$ cat config.mk
export PLATFORM = sky130hd
export DESIGN_NAME = hmsq_core
export DESIGN_NICKNAME = d
export VERILOG_FILES = /design/src/design/hmsq_pkg.sv /design/src/design/hmsq_core.sv
export VERILOG_INCLUDE_DIRS = /design/src /design/src/design
export SDC_FILE = /design/constraint.sdc
export NUM_CORES = 1
export LEC_CHECK = 0
export BUFFER_PORTS_ARGS = -buffer_cell sky130_fd_sc_hd__clkbuf_2
export CORE_ASPECT_RATIO = 0.7
export CORE_MARGIN = 2
export CORE_UTILIZATION = 44
export DETAILED_ROUTE_END_ITERATION = 7
export PLACE_DENSITY = 0.68
export SLEW_MARGIN = 20
export SYNTH_ARGS = -nofsm -noshare
export SYNTH_HDL_FRONTEND = slang
export SYNTH_SLANG_ARGS = --single-unit
$ cat constraint.sdc
create_clock -name clk_i -period 9.56 [get_ports clk_i]
set_clock_uncertainty 0.1 [all_clocks]
set_input_delay 0.956 -clock clk_i [delete_from_list [all_inputs] [get_ports clk_i]]
set_output_delay 0.956 -clock clk_i [all_outputs]
set_load 0.005 [all_outputs]
$ cat src/design/hmsq_map.svh
// homing sequencer constants: mode codes, step indices, direction and speed levels, sensor bits
// assumes inclusion by the package, the core and the bench
`ifndef HMSQ_MAP_SVH
`define HMSQ_MAP_SVH

`define HM_MODE_W   5
`define HM_MODE_12  5'h0C
`define HM_MODE_13  5'h0D
`define HM_MODE_14  5'h0E
`define HM_MODE_15  5'h0F
`define HM_MODE_16  5'h10
`define HM_MODE_17  5'h11
`define HM_MODE_18  5'h12
`define HM_MODE_19  5'h13

`define HM_STEP_W   3
`define HM_STEP0    3'h0
`define HM_STEP1    3'h1
`define HM_STEP2    3'h2
`define HM_STEP3    3'h3
`define HM_STEP4    3'h4

`define HM_FWD      1'b1
`define HM_REV      1'b0
`define HM_HI       1'b1
`define HM_LO       1'b0

// sensor bit positions in the synchroniser vector
`define HM_B_HOME   0
`define HM_B_FLIM   1
`define HM_B_RLIM   2
`define HM_B_INDEX  3
`define HM_NSENS    4

`endif

$ cat src/design/hmsq_pkg.sv
// homing sequencer types: states, step events, step endings, step record
// assumes hmsq_map.svh is on the include path
`include "hmsq_map.svh"

package hmsq_pkg;

    typedef enum logic [6:0] {
        ST_IDLE  = 7'h01,
        ST_MOVE  = 7'h02,
        ST_HALT  = 7'h04,
        ST_SEEK  = 7'h08,
        ST_FINP  = 7'h10,
        ST_FINI  = 7'h20,
        ST_FAULT = 7'h40
    } hmsq_state_e;

    typedef enum logic [2:0] {
        EV_HS_ON, EV_HS_OFF, EV_RL_ON, EV_RL_OFF, EV_FL_ON, EV_FL_OFF
    } hmsq_ev_e;

    // what a step does once its event arrives
    typedef enum logic [1:0] {
        END_STOP, END_RUN, END_IDX, END_HOME
    } hmsq_end_e;

    typedef struct packed {
        logic                   fwd;
        logic                   hi;
        hmsq_ev_e               ev;
        hmsq_end_e              fin;
        logic [`HM_STEP_W-1:0]  nxt;
    } hmsq_step_s;

endpackage : hmsq_pkg

$ cat src/design/hmsq_core.sv
// homing sequencer for modes 12 to 14 and 17 to 19 of a servo axis; 15 and 16 are rejected
// assumes: sensor pins asynchronous, start/mode/position/stopped on clk_i

`include "hmsq_map.svh"

module hmsq_core #(
    parameter int POS_W = 32
) (
    input  wire logic                   clk_i,
    input  wire logic                   reset_i,
    input  wire logic                   start_i,
    input  wire logic [`HM_MODE_W-1:0]  mode_i,
    input  wire logic                   home_switch_i,
    input  wire logic                   forward_limit_i,
    input  wire logic                   reverse_limit_i,
    input  wire logic                   index_pulse_i,
    input  wire logic [POS_W-1:0]       position_i,
    input  wire logic                   stopped_i,
    input  wire logic                   alarm_clr_i,
    output logic                        run_o,
    output logic                        dir_fwd_o,
    output logic                        speed_hi_o,
    output logic                        busy_o,
    output logic                        done_o,
    output logic                        alarm_o,
    output logic                        reject_o,
    output logic [POS_W-1:0]            home_pos_o
);
    import hmsq_pkg::*;

    if (POS_W < 2) begin : g_chk
        $error("hmsq_core: POS_W must be at least 2");
    end

    ////////////////////////////////////////////////////////////////////////
    // step table

    function automatic hmsq_step_s mk(input logic f, input logic h,
            input hmsq_ev_e e, input hmsq_end_e n,
            input logic [`HM_STEP_W-1:0] x);
        hmsq_step_s r;
        r.fwd = f;
        r.hi  = h;
        r.ev  = e;
        r.fin = n;
        r.nxt = x;
        return r;
    endfunction : mk

    function automatic hmsq_step_s step_of(
            input logic [`HM_MODE_W-1:0] m,
            input logic [`HM_STEP_W-1:0] s);
        hmsq_step_s r;
        r = mk(`HM_REV, `HM_LO, EV_HS_ON, END_STOP, `HM_STEP0);
        case (m)
            `HM_MODE_12: begin
                case (s)
                    `HM_STEP0: r = mk(`HM_REV, `HM_HI, EV_HS_ON,
                                      END_STOP, `HM_STEP1);
                    `HM_STEP1: r = mk(`HM_FWD, `HM_LO, EV_HS_OFF,
                                      END_STOP, `HM_STEP2);
                    `HM_STEP2: r = mk(`HM_REV, `HM_LO, EV_HS_ON,
                                      END_IDX, `HM_STEP2);
                    `HM_STEP3: r = mk(`HM_FWD, `HM_HI, EV_HS_ON,
                                      END_RUN, `HM_STEP4);
                    default:   r = mk(`HM_FWD, `HM_LO, EV_HS_OFF,
                                      END_STOP, `HM_STEP2);
                endcase
            end
            `HM_MODE_13: begin
                case (s)
                    `HM_STEP0: r = mk(`HM_REV, `HM_HI, EV_HS_ON,
                                      END_RUN, `HM_STEP1);
                    `HM_STEP1: r = mk(`HM_REV, `HM_LO, EV_HS_OFF,
                                      END_STOP, `HM_STEP2);
                    `HM_STEP2: r = mk(`HM_FWD, `HM_LO, EV_HS_ON,
                                      END_IDX, `HM_STEP2);
                    `HM_STEP3: r = mk(`HM_FWD, `HM_HI, EV_HS_ON,
                                      END_STOP, `HM_STEP4);
                    default:   r = mk(`HM_REV, `HM_LO, EV_HS_OFF,
                                      END_STOP, `HM_STEP2);
                endcase
            end
            `HM_MODE_14: begin
                case (s)
                    `HM_STEP0: r = mk(`HM_REV, `HM_HI, EV_HS_ON,
                                      END_RUN, `HM_STEP1);
                    `HM_STEP1: r = mk(`HM_REV, `HM_LO, EV_HS_OFF,
                                      END_STOP, `HM_STEP2);
                    // narrow zone: may overshoot, next step waits for off
                    `HM_STEP2: r = mk(`HM_FWD, `HM_LO, EV_HS_ON,
                                      END_STOP, `HM_STEP3);
                    `HM_STEP3: r = mk(`HM_REV, `HM_LO, EV_HS_OFF,
                                      END_IDX, `HM_STEP3);
                    default:   r = mk(`HM_FWD, `HM_HI, EV_HS_ON,
                                      END_STOP, `HM_STEP3);
                endcase
            end
            `HM_MODE_17: begin
                if (s == `HM_STEP0) begin
                    r = mk(`HM_REV, `HM_HI, EV_RL_ON, END_STOP, `HM_STEP1);
                end else begin
                    r = mk(`HM_FWD, `HM_LO, EV_RL_OFF, END_HOME, `HM_STEP1);
                end
            end
            `HM_MODE_18: begin
                if (s == `HM_STEP0) begin
                    r = mk(`HM_FWD, `HM_HI, EV_FL_ON, END_STOP, `HM_STEP1);
                end else begin
                    r = mk(`HM_REV, `HM_LO, EV_FL_OFF, END_HOME, `HM_STEP1);
                end
            end
            default: begin
                if (s == `HM_STEP0) begin
                    r = mk(`HM_FWD, `HM_HI, EV_HS_ON, END_STOP, `HM_STEP1);
                end else begin
                    r = mk(`HM_REV, `HM_LO, EV_HS_OFF, END_HOME, `HM_STEP1);
                end
            end
        endcase
        return r;
    endfunction : step_of

    ////////////////////////////////////////////////////////////////////////
    // sensor synchronisers: a level counts once stages two and three agree

    logic [`HM_NSENS-1:0] s1_q;
    logic [`HM_NSENS-1:0] s2_q;
    logic [`HM_NSENS-1:0] s3_q;
    logic [`HM_NSENS-1:0] lvl_q;
    logic [`HM_NSENS-1:0] pins_w;
    logic [`HM_NSENS-1:0] lvl_d;
    logic [`HM_NSENS-1:0] rise_w;
    logic [`HM_NSENS-1:0] fall_w;

    assign pins_w = {index_pulse_i, reverse_limit_i, forward_limit_i,
                     home_switch_i};
    assign lvl_d  = (s2_q & s3_q) | (lvl_q & (s2_q | s3_q));
    assign rise_w = lvl_d & ~lvl_q;
    assign fall_w = ~lvl_d & lvl_q;

    always_ff @(posedge clk_i or posedge reset_i) begin
        if (reset_i) begin
            s1_q  <= '0;
            s2_q  <= '0;
            s3_q  <= '0;
            lvl_q <= '0;
        end else begin
            s1_q  <= pins_w;
            s2_q  <= s1_q;
            s3_q  <= s2_q;
            lvl_q <= lvl_d;
        end
    end

    ////////////////////////////////////////////////////////////////////////
    // decode

    hmsq_state_e              st_q;
    hmsq_state_e              st_d;
    logic [`HM_MODE_W-1:0]    mode_q;
    logic [`HM_MODE_W-1:0]    mode_d;
    logic [`HM_STEP_W-1:0]    step_q;
    logic [`HM_STEP_W-1:0]    step_d;
    logic [`HM_STEP_W-1:0]    start_step_w;
    logic [`HM_STEP_W-1:0]    turn_step_w;
    logic                     rl_seen_q;
    logic                     rl_seen_d;
    logic                     moving_w;
    logic                     active_w;
    logic                     nearz_w;
    logic                     m12_14_w;
    logic                     m19_w;
    logic                     mode_ok_w;
    logic                     go_w;
    logic                     turn_w;
    logic                     abort_w;
    logic                     hit_w;
    logic                     latch_w;
    hmsq_step_s               cur_w;
    hmsq_step_s               nx_w;

    assign m12_14_w  = (mode_q == `HM_MODE_12) | (mode_q == `HM_MODE_13)
                     | (mode_q == `HM_MODE_14);
    assign m19_w     = (mode_q == `HM_MODE_19);
    // reserved 15/16 and everything outside 12..19 fall through here
    assign mode_ok_w = (mode_i >= `HM_MODE_12) & (mode_i <= `HM_MODE_19)
                     & (mode_i != `HM_MODE_15)
                     & (mode_i != `HM_MODE_16);
    assign go_w      = start_i & (st_q == ST_IDLE) & ~alarm_o & mode_ok_w;
    assign active_w  = (mode_i == `HM_MODE_17) ? lvl_q[`HM_B_RLIM]
                     : (mode_i == `HM_MODE_18) ? lvl_q[`HM_B_FLIM]
                     : lvl_q[`HM_B_HOME];
    assign nearz_w   = (mode_i == `HM_MODE_12);
    // active start enters the sequence part way through
    assign start_step_w = ~active_w ? `HM_STEP0
                        : nearz_w ? `HM_STEP4
                        : (mode_i == `HM_MODE_14) ? `HM_STEP3
                        : `HM_STEP1;
    assign turn_step_w = (mode_q == `HM_MODE_14) ? `HM_STEP4
                                                 : `HM_STEP3;
    assign moving_w = (st_q == ST_MOVE) | (st_q == ST_SEEK);
    assign cur_w    = step_of(mode_q, step_q);

    assign turn_w  = m12_14_w & moving_w & ~dir_fwd_o & ~rl_seen_q
                   & rise_w[`HM_B_RLIM] & ~rise_w[`HM_B_FLIM];
    assign abort_w = busy_o & (
          (m12_14_w & (rise_w[`HM_B_FLIM]
                       | (rise_w[`HM_B_RLIM] & ~turn_w)))
        | (m19_w & (rise_w[`HM_B_FLIM] | rise_w[`HM_B_RLIM]))
        );

    always_comb begin
        case (cur_w.ev)
            EV_HS_ON:  hit_w = rise_w[`HM_B_HOME];
            EV_HS_OFF: hit_w = fall_w[`HM_B_HOME];
            EV_RL_ON:  hit_w = rise_w[`HM_B_RLIM];
            EV_RL_OFF: hit_w = fall_w[`HM_B_RLIM];
            EV_FL_ON:  hit_w = rise_w[`HM_B_FLIM];
            default:   hit_w = fall_w[`HM_B_FLIM];
        endcase
    end

    ////////////////////////////////////////////////////////////////////////
    // sequencer

    always_comb begin
        st_d      = st_q;
        step_d    = step_q;
        rl_seen_d = rl_seen_q;
        latch_w   = 1'b0;
        case (st_q)
            ST_IDLE: begin
                if (go_w) begin
                    st_d      = ST_MOVE;
                    step_d    = start_step_w;
                    rl_seen_d = 1'b0;
                end
            end
            ST_MOVE: begin
                if (abort_w) begin
                    st_d = ST_FAULT;
                end else if (turn_w) begin
                    st_d      = ST_HALT;
                    step_d    = turn_step_w;
                    rl_seen_d = 1'b1;
                end else if (hit_w) begin
                    case (cur_w.fin)
                        END_STOP: begin
                            st_d   = ST_HALT;
                            step_d = cur_w.nxt;
                        end
                        END_RUN:  step_d = cur_w.nxt;
                        END_IDX:  st_d = ST_SEEK;
                        default:  st_d = ST_FINP;
                    endcase
                end
            end
            ST_HALT: begin
                if (abort_w) begin
                    st_d = ST_FAULT;
                end else if (stopped_i) begin
                    st_d = ST_MOVE;
                end
            end
            ST_SEEK: begin
                if (abort_w) begin
                    st_d = ST_FAULT;
                end else if (turn_w) begin
                    st_d      = ST_HALT;
                    step_d    = turn_step_w;
                    rl_seen_d = 1'b1;
                end else if (rise_w[`HM_B_INDEX]) begin
                    st_d    = ST_FINI;
                    latch_w = 1'b1;
                end
            end
            ST_FINP: begin
                if (abort_w) begin
                    st_d = ST_FAULT;
                end else if (stopped_i) begin
                    st_d    = ST_IDLE;
                    latch_w = 1'b1;
                end
            end
            ST_FINI: begin
                if (abort_w) begin
                    st_d = ST_FAULT;
                end else if (stopped_i) begin
                    st_d = ST_IDLE;
                end
            end
            default: begin
                if (~alarm_o) begin
                    st_d = ST_IDLE;
                end
            end
        endcase
    end

    assign mode_d = go_w ? mode_i : mode_q;
    assign nx_w   = step_of(mode_d, step_d);

    always_ff @(posedge clk_i or posedge reset_i) begin
        if (reset_i) begin
            st_q      <= ST_IDLE;
            mode_q    <= `HM_MODE_12;
            step_q    <= `HM_STEP0;
            rl_seen_q <= 1'b0;
        end else begin
            st_q      <= st_d;
            mode_q    <= mode_d;
            step_q    <= step_d;
            rl_seen_q <= rl_seen_d;
        end
    end

    ////////////////////////////////////////////////////////////////////////
    // outputs; index search keeps the direction and speed it had

    always_ff @(posedge clk_i or posedge reset_i) begin
        if (reset_i) begin
            run_o      <= 1'b0;
            dir_fwd_o  <= `HM_REV;
            speed_hi_o <= `HM_LO;
            busy_o     <= 1'b0;
        end else begin
            run_o  <= (st_d == ST_MOVE) | (st_d == ST_SEEK);
            busy_o <= (st_d != ST_IDLE) & (st_d != ST_FAULT);
            if (st_d == ST_MOVE) begin
                dir_fwd_o  <= nx_w.fwd;
                speed_hi_o <= nx_w.hi;
            end
        end
    end

    // alarm set wins over a clear in the same cycle
    always_ff @(posedge clk_i or posedge reset_i) begin
        if (reset_i) begin
            alarm_o    <= 1'b0;
            done_o     <= 1'b0;
            reject_o   <= 1'b0;
            home_pos_o <= '0;
        end else begin
            alarm_o  <= (st_d == ST_FAULT) & (st_q != ST_FAULT)
                      | (alarm_o & ~alarm_clr_i);
            done_o   <= go_w ? 1'b0
                      : (done_o | (((st_q == ST_FINP) | (st_q == ST_FINI))
                                   & (st_d == ST_IDLE)));
            reject_o <= start_i & (st_q == ST_IDLE) & ~mode_ok_w;
            if (latch_w) begin
                home_pos_o <= position_i;
            end
        end
    end

    ////////////////////////////////////////////////////////////////////////
    // checks

    property p_m12_act;
        @(posedge clk_i) disable iff (reset_i)
        go_w && mode_i == `HM_MODE_12 && lvl_q[`HM_B_HOME]
            |=> run_o && dir_fwd_o && !speed_hi_o;
    endproperty
    a_m12_act: assert property (p_m12_act)
        else $error("mode 12 active start not forward low");

    property p_hs_inact;
        @(posedge clk_i) disable iff (reset_i)
        go_w && !lvl_q[`HM_B_HOME] && mode_i >= `HM_MODE_12
            && mode_i <= `HM_MODE_14
            |=> run_o && !dir_fwd_o && speed_hi_o;
    endproperty
    a_hs_inact: assert property (p_hs_inact)
        else $error("modes 12-14 inactive start not reverse high");

    property p_turn;
        @(posedge clk_i) disable iff (reset_i)
        turn_w && !rise_w[`HM_B_FLIM]
            |=> st_q == ST_HALT && !run_o && !alarm_o ##1 rl_seen_q;
    endproperty
    a_turn: assert property (p_turn)
        else $error("first reverse limit did not turn the axis");

    property p_abort;
        @(posedge clk_i) disable iff (reset_i)
        busy_o && m12_14_w && rise_w[`HM_B_FLIM]
            |=> alarm_o && !run_o && !busy_o;
    endproperty
    a_abort: assert property (p_abort)
        else $error("forward limit did not abort modes 12-14");

    property p_m13_act;
        @(posedge clk_i) disable iff (reset_i)
        go_w && mode_i == `HM_MODE_13 && lvl_q[`HM_B_HOME]
            |=> run_o && !dir_fwd_o && !speed_hi_o && step_q == `HM_STEP1;
    endproperty
    a_m13_act: assert property (p_m13_act)
        else $error("mode 13 active start not reverse low");

    property p_m14_act;
        @(posedge clk_i) disable iff (reset_i)
        go_w && mode_i == `HM_MODE_14 && lvl_q[`HM_B_HOME]
            |=> run_o && !dir_fwd_o && !speed_hi_o && step_q == `HM_STEP3;
    endproperty
    a_m14_act: assert property (p_m14_act)
        else $error("mode 14 active start not reverse low");

    property p_rsvd;
        @(posedge clk_i) disable iff (reset_i)
        start_i && st_q == ST_IDLE
            && (mode_i == `HM_MODE_15 || mode_i == `HM_MODE_16)
            |=> reject_o && !busy_o && !run_o;
    endproperty
    a_rsvd: assert property (p_rsvd)
        else $error("reserved mode started a sequence");

    property p_m17;
        @(posedge clk_i) disable iff (reset_i)
        go_w && mode_i == `HM_MODE_17 && !lvl_q[`HM_B_RLIM]
            |=> run_o && !dir_fwd_o && speed_hi_o;
    endproperty
    a_m17: assert property (p_m17)
        else $error("mode 17 inactive start not reverse high");

    property p_m17_act;
        @(posedge clk_i) disable iff (reset_i)
        go_w && mode_i == `HM_MODE_17 && lvl_q[`HM_B_RLIM]
            |=> run_o && dir_fwd_o && !speed_hi_o;
    endproperty
    a_m17_act: assert property (p_m17_act)
        else $error("mode 17 active start not forward low");

    property p_m18_act;
        @(posedge clk_i) disable iff (reset_i)
        go_w && mode_i == `HM_MODE_18 && lvl_q[`HM_B_FLIM]
            |=> run_o && !dir_fwd_o && !speed_hi_o;
    endproperty
    a_m18_act: assert property (p_m18_act)
        else $error("mode 18 active start not reverse low");

    property p_m19_act;
        @(posedge clk_i) disable iff (reset_i)
        go_w && mode_i == `HM_MODE_19 && lvl_q[`HM_B_HOME]
            |=> run_o && !dir_fwd_o && !speed_hi_o;
    endproperty
    a_m19_act: assert property (p_m19_act)
        else $error("mode 19 active start not reverse low");

    property p_m19_lim;
        @(posedge clk_i) disable iff (reset_i)
        busy_o && m19_w && (rise_w[`HM_B_FLIM] || rise_w[`HM_B_RLIM])
            |=> alarm_o ##1 alarm_o || $past(alarm_clr_i);
    endproperty
    a_m19_lim: assert property (p_m19_lim)
        else $error("limit in mode 19 did not raise alarm");

    property p_index;
        @(posedge clk_i) disable iff (reset_i)
        st_q == ST_SEEK && !abort_w && !turn_w && rise_w[`HM_B_INDEX]
            |=> home_pos_o == $past(position_i) && !run_o;
    endproperty
    a_index: assert property (p_index)
        else $error("index pulse did not latch home");

    property p_done;
        @(posedge clk_i) disable iff (reset_i)
        $rose(done_o) |-> !run_o && !busy_o && !alarm_o
            && $past(stopped_i);
    endproperty
    a_done: assert property (p_done)
        else $error("done raised while moving");

endmodule : hmsq_core

After elaboration in Yosys (flattened, before gate mapping)
Index checks and enable logic that the tools add are counted.
Operators by class
  add/subtract/negate cells: 0
  multipliers: 0
  divide/modulo/power cells: 0
  magnitude comparators: 2
  eq/ne operators: 45
  shift operators: 0
  muxes and demuxes: 55
  bitwise operators: 45
  reduce and logical (&&, ||, !) cells: 9
Operators by type and width (count)
  7-bit two-way mux: 12
  10-bit one-hot mux with 3 select lines: 2
  10-bit one-hot mux with 5 select lines: 1
  5-bit by 4-bit == test with 1-bit output (second input constant): 8
  10-bit one-hot mux with 4 select lines: 1
  8-bit one-hot mux with 5 select lines: 1
  6-bit one-hot mux with 3 select lines: 2
  5-bit == test (second input constant): 7
  7-bit one-hot mux with 5 select lines: 1
  10-bit two-way mux: 3
  3-bit two-way mux: 10
  6-bit one-hot mux with 4 select lines: 1
  7-bit one-hot mux with 3 select lines: 1
  1-bit AND: 20
  3-bit by 2-bit == test with 1-bit output (second input constant): 6
  6-bit two-way mux: 3
  7-bit by 1-bit == test with 1-bit output (second input constant): 2
  7-bit by 2-bit == test with 1-bit output (second input constant): 2
  7-bit by 4-bit == test with 1-bit output (second input constant): 2
  7-bit != test (second input constant): 2
  4-bit AND: 3
  1-bit two-way mux: 11
  1-bit OR: 10
  3-bit by 1-bit == test with 1-bit output (second input constant): 3
  other kinds (29): 42
Word-level totals
  register bits: 71
  latch bits: 0
  bits in writable memories: 0
  memory bits (read-only): 0
  input bits: 46
  word-level logic and storage cells: 172
  memories: 0

Depth between registers and ports, before layout
Gate-level depths: netlist (run 1).
  depth in word-level cells: 20
  depth in mapped cells: 13

Worst setup path after synthesis (run 1)
No wires, ideal clock.
  path type: input -> register
  start: input mode_i[4]
  end: register dir_fwd_o
  library setup time: 0.134 ns
  data arrival time: 3.438 ns
  setup slack: 5.888 ns
  cell stages on the path: 11
  buffers on the path: 2
  path through: buf_2 > or3b_2 > o32a_1 > o21a_1 > a2111oi_2 > nor2b_1 > or4_4 > buf_6 > a221o_1 > a21oi_2 > a31oi_1
Between the ends
  word-level cells in the longest chain between the ends: 10
  elaborated cells on any way between the ends: 39
  classes of those cells: 2 x order compare; 15 x eq/ne; 17 x mux; 4 x bitwise; 1 x reduce/logical
RTL lines
  start: declaration: RTL line hmsq_core.sv:12  | input wire logic [`HM_MODE_W-1:0] mode_i,
  5-bit by 4-bit greater-or-equal comparator with 1-bit output (no source line) or 5-bit less-or-equal comparator (tied branches)
  1-bit AND (3 in a row): RTL line hmsq_core.sv:187  | assign mode_ok_w = (mode_i >= `HM_MODE_12) & (mode_i <= `HM_MODE_19)
  1-bit AND: RTL line hmsq_core.sv:190  | assign go_w = start_i & (st_q == ST_IDLE) & ~alarm_o & mode_ok_w;
  3-bit two-way mux *: RTL line hmsq_core.sv:234  | if (go_w) begin
  3-bit one-hot mux with 3 select lines *: RTL line hmsq_core.sv:232  | case (st_q)
  named net step_d[0]: RTL line hmsq_core.sv:164  | logic [`HM_STEP_W-1:0] step_d;
  3-bit by 2-bit == test with 1-bit output, or another cell as far along: RTL line hmsq_core.sv:57, hmsq_core.sv:71, hmsq_core.sv:85
  10-bit one-hot mux with 4 select lines, or another cell as far along: RTL line hmsq_core.sv:85  | case (s)
  10-bit one-hot mux with 5 select lines *: RTL line hmsq_core.sv:55  | case (m)
  end signal: assignment: RTL line hmsq_core.sv:324  | dir_fwd_o <= `HM_REV;
  end signal: assignment: RTL line hmsq_core.sv:331  | dir_fwd_o <= nx_w.fwd;
  end: declaration: RTL line hmsq_core.sv:21  | output logic dir_fwd_o,
The timed path passes the listed nets; every way through them passes the cells marked *.
A chain may end at the register's enable or synchronous reset.

Worst setup path after layout (run 1)
  start: input mode_i[4]
  end: register dir_fwd_o
Between the ends
  word-level cells in the longest chain between the ends: 10
  elaborated cells on any way between the ends: 39
  classes of those cells: 2 x order compare; 15 x eq/ne; 17 x mux; 4 x bitwise; 1 x reduce/logical
RTL lines (RTL line)
  5-bit by 4-bit greater-or-equal comparator with 1-bit output (no source line) or 5-bit less-or-equal comparator (tied branches)
  1-bit AND (3 in a row): hmsq_core.sv:187
  1-bit AND: hmsq_core.sv:190
  3-bit two-way mux: hmsq_core.sv:234
  3-bit one-hot mux with 3 select lines: hmsq_core.sv:232
  3-bit by 2-bit == test with 1-bit output, or another cell as far along: hmsq_core.sv:57, hmsq_core.sv:71, hmsq_core.sv:85
  10-bit one-hot mux with 4 select lines, or another cell as far along: hmsq_core.sv:85
  10-bit one-hot mux with 5 select lines: hmsq_core.sv:55
Several ways; a longest one is shown, not always the timed one.

==> qor.yml, run 1 <==
grt_usage: 0.2083
io_buffers: 84
drcViolationCount: 0
clock_latency_ns: 0.32
timing_hold_violations_final: 0
routabilityCongestion: 0.8667
worst_path_max_delay_cell: "or3b_2"
wl_per_cell_um: 16.36
worstSetupPathType: "input pin to flip-flop"
worstMarginPinSlew_ns: 0.9920
drtPass1Iterations: 4
rsz0062_at_grt: "no"
max-cap-violations: 0
power_density_nw_per_um2: 240.6
ys_seq_elements: 71
drv_slew: 0
cts_made_buffers: 9
postCtsSetupBuffers: 0
ctsHoldBuffers: 0
netlist_instances: 353
grt_pass1_wl_mm: 14.70
cts_tree: "yes"
vias: 3055
synth_area_sq_um: 3603
diodes: 0
io_pins: 85
via_per_inst: 5.657
layout-drive-gt1-share: 0.3485
synth_edf_count: 0
die_height_um: 79.72
leakagePower_nw: 2.002
cpPeakStageDelay_ns: 0.51
post_cts_resized: 0
n_fill_cell: 713
yosys_warnings: 0
path_max_fanout: 17
period_minus_slack_ns: 3.662
fmax_ghz: 0.2731
min_period_over_period: 0.3831
clock_sinks: 71
ys_seq_area_frac: 0.4941
cts.htree.levels: 3
first_global_vias: 2927
ant_nets: 0
crit_path_end_kind: "flip-flop"
grt_max_degree: 72
setup_viol: 0
synth_top_flop_cell: "dfrtp_1"
multi_input_comb_area_sq_um: 1737
outcome: "finished, final reports clean"
arrival_ns: 3.76
final_core_util: 0.5570
final_nets: 480
routed_wl_mm: 8.835
drtIter0Drc: 236
hold_class: "flip-flop to flip-flop"
slew_headroom: 0.3372
cp_cell_sequence: "clkbuf_2 > or3b_2 > o32a_1 > nor3_2 > buf_4 > mux2i_1 > a21oi_1 > o32ai_1 > o311ai_1 > o21ai_1 > a31oi_1"
whs_ns: 0.2454
hpwl_mm: 6.561
path_buf_inv: 2
antenna_found_initial: 0
fp.dieW_um: 112.2
fin_setup_tns_ns: 0
cp-start-kind: "input pin"
peakVddDrop_v: 0.0001369
cts_buffer_depth: 2
syn_area_per_cell_sq_um: 10.21
post-place-ws_ns: 5.666
clkSlewWorstSetupHoldPaths_ns: 0.06
async_reset_ff_frac: 1.000
rows: 27
overflow: 0
design.core.area_sq_um: 7905
dieArea_sq_um: 8941
start_util: 0.4558
seq_area_sq_um: 1780
cp_data_required_time_ns: 9.65
synth_cell_type_count: 58
area_delta_synth_final_pct: 22.19
synth_nets: 399
crit_family: "compound AO/OA/AOI/OAI gates"
p_total_w: 0.001060
fin_ws_ns: 5.898
cts_root_buf: "clkbuf_16"
area by class of cell:
cell class / count / area share
clock buffers: 10 / 0.05200
clock inverters: 6 / 0.01563
inverters: 7 / 0.005968
multi-input cells: 259 / 0.3944
flip-flops and latches: 71 / 0.4044
well taps: 101 / 0.02870
repair buffers: 86 / 0.09889
synth_stat cells, drive strengths merged (4+ instances only):
master	count	share of area
nor3	12	0.020
nor3b	5	0.010
mux2	34	0.11
and2	5	0.0087
dfrtp	68	0.47
nand2b	10	0.017
mux2i	4	0.011
nor4	5	0.0087
a21oi	17	0.025
nand3b	5	0.010
inv	7	0.0073
clkbuf	13	0.014
nor2	35	0.036
o31ai	5	0.010
nand2	35	0.036
nand3	9	0.012
or3	4	0.0069
o21ai	17	0.024
metal layers:
metal	routed length, um	share of wire	track usage
met2	3938	0.45	0.3030
met3	616	0.070	0.06074
met5	0	0	0
met1	4221	0.48	0.3086
met4	58	0.0066	0.04634
worst reg2reg max path, stage by stage, from the launching register on:
cell	delay [ns]
dfrtp_1	0.50
inv_1	0.30
a32oi_1	0.16
o21ai_0	0.33
mux2_2	0.42
o21ai_0	0.41
nand2_1	0.25
a21o_1	0.22
or3_1	0.32
or4_1	0.40
sequential cells by signal, indices dropped and copies added, names as in the netlist, 3 cells and up:
signal and flops:
st_q 7, s2_q 4, s1_q 4, lvl_q 4
s3_q 4, step_q 3, home_pos_o 32, mode_q 5
where the power goes:
group	switching, W	internal (W)	leakage, nW
combinational	0.000183	0.000138	1.01
sequential	0.0000581	0.000353	0.854
clock	0.000125	0.000203	0.143
cell families (layout without fill, tap and decap cells):
logic type / after synthesis / in the layout / synth area share
simple gates: 145 / 145 / 0.2097
flops: 71 / 71 / 0.4941
compound gates: 70 / 70 / 0.1347
mux: 38 / 38 / 0.1174
buf+inv: 23 / 109 / 0.02847
fa+ha+maj: 3 / 3 / 0.008334
xor+xnor: 3 / 3 / 0.007293
stage by stage:
stage	instance area (sq um)	instances
CTS	4403	540
floorplan	3603	353
detailed placement	4105	524
global placement	4105	524
finish	4403	540
global route	4403	540
worst paths after layout:
kind                       startpoint       endpoint  slack [ns]  cells after the start
min in group asynchronous     reset_i  home_pos_o[1]        0.77                      3
min reg2reg                   s1_q[3]        s2_q[3]        0.25                      0
max                         mode_i[4]      dir_fwd_o        5.90                     11
min                           s1_q[3]        s2_q[3]        0.25                      0
max reg2reg                 mode_q[0]         busy_o        6.03                      9
max in group asynchronous     reset_i      rl_seen_q        8.02                      3
cell usage in the layout, fill, tap and decap left out, types with 4 or more instances in the layout:
cell type	n
clkbuf_2	84
dfrtp_1	68
nand2_1	35
nor2_1	35
mux2_2	34
a21oi_1	15
o21ai_0	15
nor3_1	10
nand2b_1	10
nand3_1	9
clkbuf_16	9
inv_1	6
nand3b_1	5
nor3b_1	5
nor4_1	5
and2_1	5
o31ai_1	5
or3_1	4
mux2i_1	4
Power figures use the tool's default switching activity.
==> run 2, diff against run 1 <==
- PLACE_DENSITY: 0.68 -> 0.71
- clock period: 9.56 -> 3.25 ns (I/O delays scaled with it)
==> qor.yml, run 2 (synthesized netlist as in run 1, its figures left out) <==
outcome: "finished, final reports clean"
drtPass1Iterations: 8
io_pins: 85
area_delta_synth_final_pct: 30.31
post-place-ws_ns: 0.02775
rows: 27
worstSetupPathType: "flip-flop to flip-flop"
routabilityCongestion: 1.016
ant_nets: 0
largest_reg_flops: 32
die_height_um: 79.72
dp_cells: 551
grt_pass1_wl_mm: 15.55
path_max_fanout: 5
worst_path_max_delay_cell: "dfstp_2"
drv_slew: 0
cts.htree.levels: 3
max-cap-violations: 0
fin_cells: 571
top_register: "home_pos_o"
rsz0062_at_grt: "no"
hpwl_mm: 7.199
vias: 3263
clock_latency_ns: 0.34
layout-drive-gt1-share: 0.3979
dieArea_sq_um: 8941
reg_top3: "home_pos_o (32), st_q (7), mode_q (5)"
final_cell_mix: "84 x clkbuf_2, 67 x dfrtp_1, 35 x nand2_1, 35 x nor2_1, 34 x mux2_2"
final_core_util: 0.5940
cts_tree: "yes"
leakagePower_nw: 2.163
via_per_inst: 5.715
crit_path_frequent_cell: "a21oi_1"
hold_class: "input pin to flip-flop"
grt_usage: 0.2220
antenna_found_initial: 0
final_nets: 511
period_minus_slack_ns: 3.155
fp.dieW_um: 112.2
overflow: 0
cp_cell_sequence: "nand3b_1 > a21oi_1 > a21boi_2 > o211ai_1 > a21oi_1 > nand2_1 > a21o_1 > or3_1 > or4_1"
n_fill_cell: 677
setup_viol: 0
first_global_vias: 3152
drcViolationCount: 0
clock_sinks: 71
io_buffers: 84
grt_max_degree: 72
postCtsSetupBuffers: 0
cts_made_buffers: 9
cts_buffer_depth: 2
timing_hold_violations_final: 0
final_common_cell: "clkbuf_2"
cpPeakStageDelay_ns: 0.57
cp-start-kind: "flip-flop"
wl_per_cell_um: 17.02
diodes: 0
design.core.area_sq_um: 7905
power_density_nw_per_um2: 706.0
peakVddDrop_v: 0.0004319
clkSlewWorstSetupHoldPaths_ns: 0.06
fmax_ghz: 0.3170
slew_headroom: 0.4105
arrival_ns: 3.25
cp_data_required_time_ns: 3.35
min_period_over_period: 0.9707
drtIter0Drc: 199
crit_family: "compound AO/OA/AOI/OAI gates"
routed_wl_mm: 9.719
start_util: 0.4558
worstMarginPinSlew_ns: 0.8843
crit_path_end_kind: "flip-flop"
fin_ws_ns: 0.09532
path_buf_inv: 0
cts_root_buf: "clkbuf_16"
-- run 2: area by class of cell --
cell class	count	area [sq um]	share of cell area
Clock buffer	10	229.0	0.04876
Clock inverter	6	68.82	0.01465
Inverter	7	26.28	0.005596
Multi-Input combinational cell	259	1769	0.3768
Sequential cell	71	1782	0.3794
Tap cell	101	126.4	0.02691
Timing Repair Buffer	117	694.4	0.1479
-- run 2: what timing repair did --
| item | CTS | global route |
|---|---|---|
| hold buffers | 4 | 0 |
| endpoints found under the setup margin | 0 | 3 |
| resized for setup | 0 | 8 |
| hold endpoints to repair | 4 | 0 |
-- run 2: where the power goes --
group / leakage [nW] / total [W] / switching (W) / internal (W)
sequential: 0.853 / 0.00119 / 0.000156 / 0.00104
clock: 0.143 / 0.000969 / 0.000372 / 0.000597
combinational: 1.17 / 0.00115 / 0.000615 / 0.000536
-- run 2: metal layers --
metal / GRT usage / wire length [um] / vias up
met4: 0.05122 / 181 / 0
met1: 0.3121 / 4297 / 1591
met5: 0 / 0 / -
met2: 0.3343 / 4422 / 148
li1: - / - / 1504
met3: 0.07517 / 818 / 20
-- run 2: worst paths after layout --
path	start	end	slack [ns]	cells after the start
max in group asynchronous	reset_i	step_q[2]	2.30	3
worst min-delay path	alarm_clr_i	alarm_o	0.08	2
min in group asynchronous	reset_i	home_pos_o[10]	0.14	3
worst max register to register	mode_q[2]	busy_o	0.1	9
worst max-delay path	mode_q[2]	busy_o	0.1	9
worst min register to register	s1_q[1]	s2_q[1]	0.25	0
-- run 2: metrics by stage --
step / total power, W / TNS (ns) / hold slack [ns] / area (sq um)
after detailed placement: 0.002287 / 0 / 0.2385 / 4325
final: 0.003315 / 0 / 0.08348 / 4696
after global placement: 0.002255 / 0 / 0.2336 / 4325
after floorplan: 0.001857 / -0.005592 / 0.2312 / 3616
after global routing: 0.003499 / 0 / 0.09547 / 4696
after CTS: 0.003279 / 0 / 0.08073 / 4663
==> run 3, diff against run 2 <==
- SETUP_SLACK_MARGIN: not set -> 0.2
==> qor.yml, run 3 (synthesized netlist as in run 1, its figures left out) <==
hold_class: "input pin to flip-flop"
dp_cells: 547
outcome: "finished, final reports clean"
hpwl_mm: 6.757
routed_wl_mm: 9.145
reg_top3: "home_pos_o (32), st_q (7), mode_q (5)"
rr_worst_depth: 10
wl_met3_um: 766
rows: 27
wl_per_cell_um: 16.07
timing_hold_violations_final: 0
leakagePower_nw: 2.179
overflow: 0
start_util: 0.4558
design.core.area_sq_um: 7905
final_cell_mix: "84 x clkbuf_2, 68 x dfrtp_1, 35 x nand2_1, 35 x nor2_1, 34 x mux2_2"
diodes: 0
wl_met2_mm: 4.056
fin_ws_ns: 0.07745
max-cap-violations: 0
worstSetupPathType: "flip-flop to flip-flop"
clkSlewWorstSetupHoldPaths_ns: 0.06
dieArea_sq_um: 8941
clock_sinks: 71
path_max_fanout: 8
drcViolationCount: 0
clock_latency_ns: 0.33
rr_endpoint: "dir_fwd_o"
power_density_nw_per_um2: 704.7
grt_pass1_wl_mm: 14.79
ff2ff_setup_slack_ns: 0.08
rsz0062_at_grt: "yes"
n_fill_cell: 658
io_buffers: 84
io_pins: 85
cts_root_buf: "clkbuf_16"
setup_viol: 0
final_common_cell: "clkbuf_2"
cp_data_required_time_ns: 3.35
period_minus_slack_ns: 3.173
wl_met1_mm: 4.195
drtPass1Iterations: 5
largest_reg_flops: 32
vias: 3170
worstHoldEndpoint: "alarm_o"
grt_usage: 0.2080
arrival_ns: 3.27
r2r-start: "st_q[2]"
min_period_over_period: 0.9762
final_nets: 509
slew_headroom: 0.4269
top_layer_used: "met4"
grt_max_degree: 72
via_per_inst: 5.571
drv_slew: 0
antenna_found_initial: 0
post-place-ws_ns: 0.006464
drtIter0Drc: 234
cts.htree.levels: 3
fp.dieW_um: 112.2
holdCritStartpoint: "alarm_clr_i"
fin_cells: 569
area_delta_synth_final_pct: 31.25
peakVddDrop_v: 0.0003383
top_register: "home_pos_o"
cp-startpoint: "st_q[2]"
worstMarginPinSlew_ns: 0.8597
die_height_um: 79.72
cts_tree: "yes"
cts_made_buffers: 9
fmax_ghz: 0.3152
ant_nets: 0
routabilityCongestion: 0.9929
crit_path_end_kind: "flip-flop"
cp-start-kind: "flip-flop"
hold_path_depth: 2
first_global_vias: 2951
cts_buffer_depth: 2
layout-drive-gt1-share: 0.3932
==> run 3: cell types whose count changed in the layout (fill, tap and decap cells not counted), moves of 2 or more <==
cell     previous run  this run
nor3b_2             2         0
nor3b_1             3         5
o21ai_0            15        13
inv_6               1         3
buf_4              27        25
o21ai_1             2         4
==> run 3: worst max-delay path: stages, from the launching register on <==
cell and delay [ns]:
dfrtp_1 0.38, or4_4 0.56, nor3_4 0.18, a21boi_2 0.10, o211a_4 0.30, a2111oi_4 0.33, nor2b_1 0.08, or4_4 0.48
a221o_1 0.34, a21oi_2 0.10, a31oi_1 0.08
==> run 3: layout make-up <==
cell class,count,area (sq um),area share
Multi-Input combinational cell,259,1780,0.3765
Sequential cell,71,1780,0.3765
Clock inverter,7,102.6,0.02169
Tap cell,101,126.4,0.02672
Timing Repair Buffer,115,688.2,0.1455
Inverter,7,26.28,0.005556
Clock buffer,9,225.2,0.04762
==> run 3: routing by layer <==
metal  vias up  track usage
met5         -            0
met4         0      0.05854
met3        12      0.05239
met2       142       0.2970
met1      1509       0.3133
li1       1507            -
==> run 3: what timing repair did <==
action | CTS | global route
hold buffers | 4 | 0
setup buffers | 1 | 1
gates resized for setup | 1 | 5
hold endpoints to repair | 4 | 0
pin swaps | 1 | 1
setup endpoints to repair | 3 | 3
==> run 3: worst max-delay path by stage <==
stage	cells past startpoint	to	slack [ns]
floorplan	12	dir_fwd_o	-0.006
global placement	10	dir_fwd_o	0.08
detailed placement	10	dir_fwd_o	0.006
CTS	10	dir_fwd_o	0.11
global route	10	dir_fwd_o	-0.03
finish	10	dir_fwd_o	0.08
==> run 3: power breakdown <==
part / internal, W / leakage [nW] / switching, W
combinational: 0.000492 / 1.17 / 0.000570
sequential: 0.00104 / 0.854 / 0.000160
clock: 0.000681 / 0.157 / 0.000391
==> run 3: through the flow <==
stage	hold slack [ns]	total power, W	instance area, sq um	util	setup TNS, ns
floorplan	0.2312	0.001857	3616	-	-0.005592
global placement	0.2325	0.002217	4315	0.5459	0
detailed placement	0.2357	0.002234	4315	0.5459	0
CTS	0.07527	0.003332	4691	0.5934	0
global route	0.08948	0.003525	4730	0.5983	-0.03784
finish	0.08257	0.003333	4730	0.5983	0
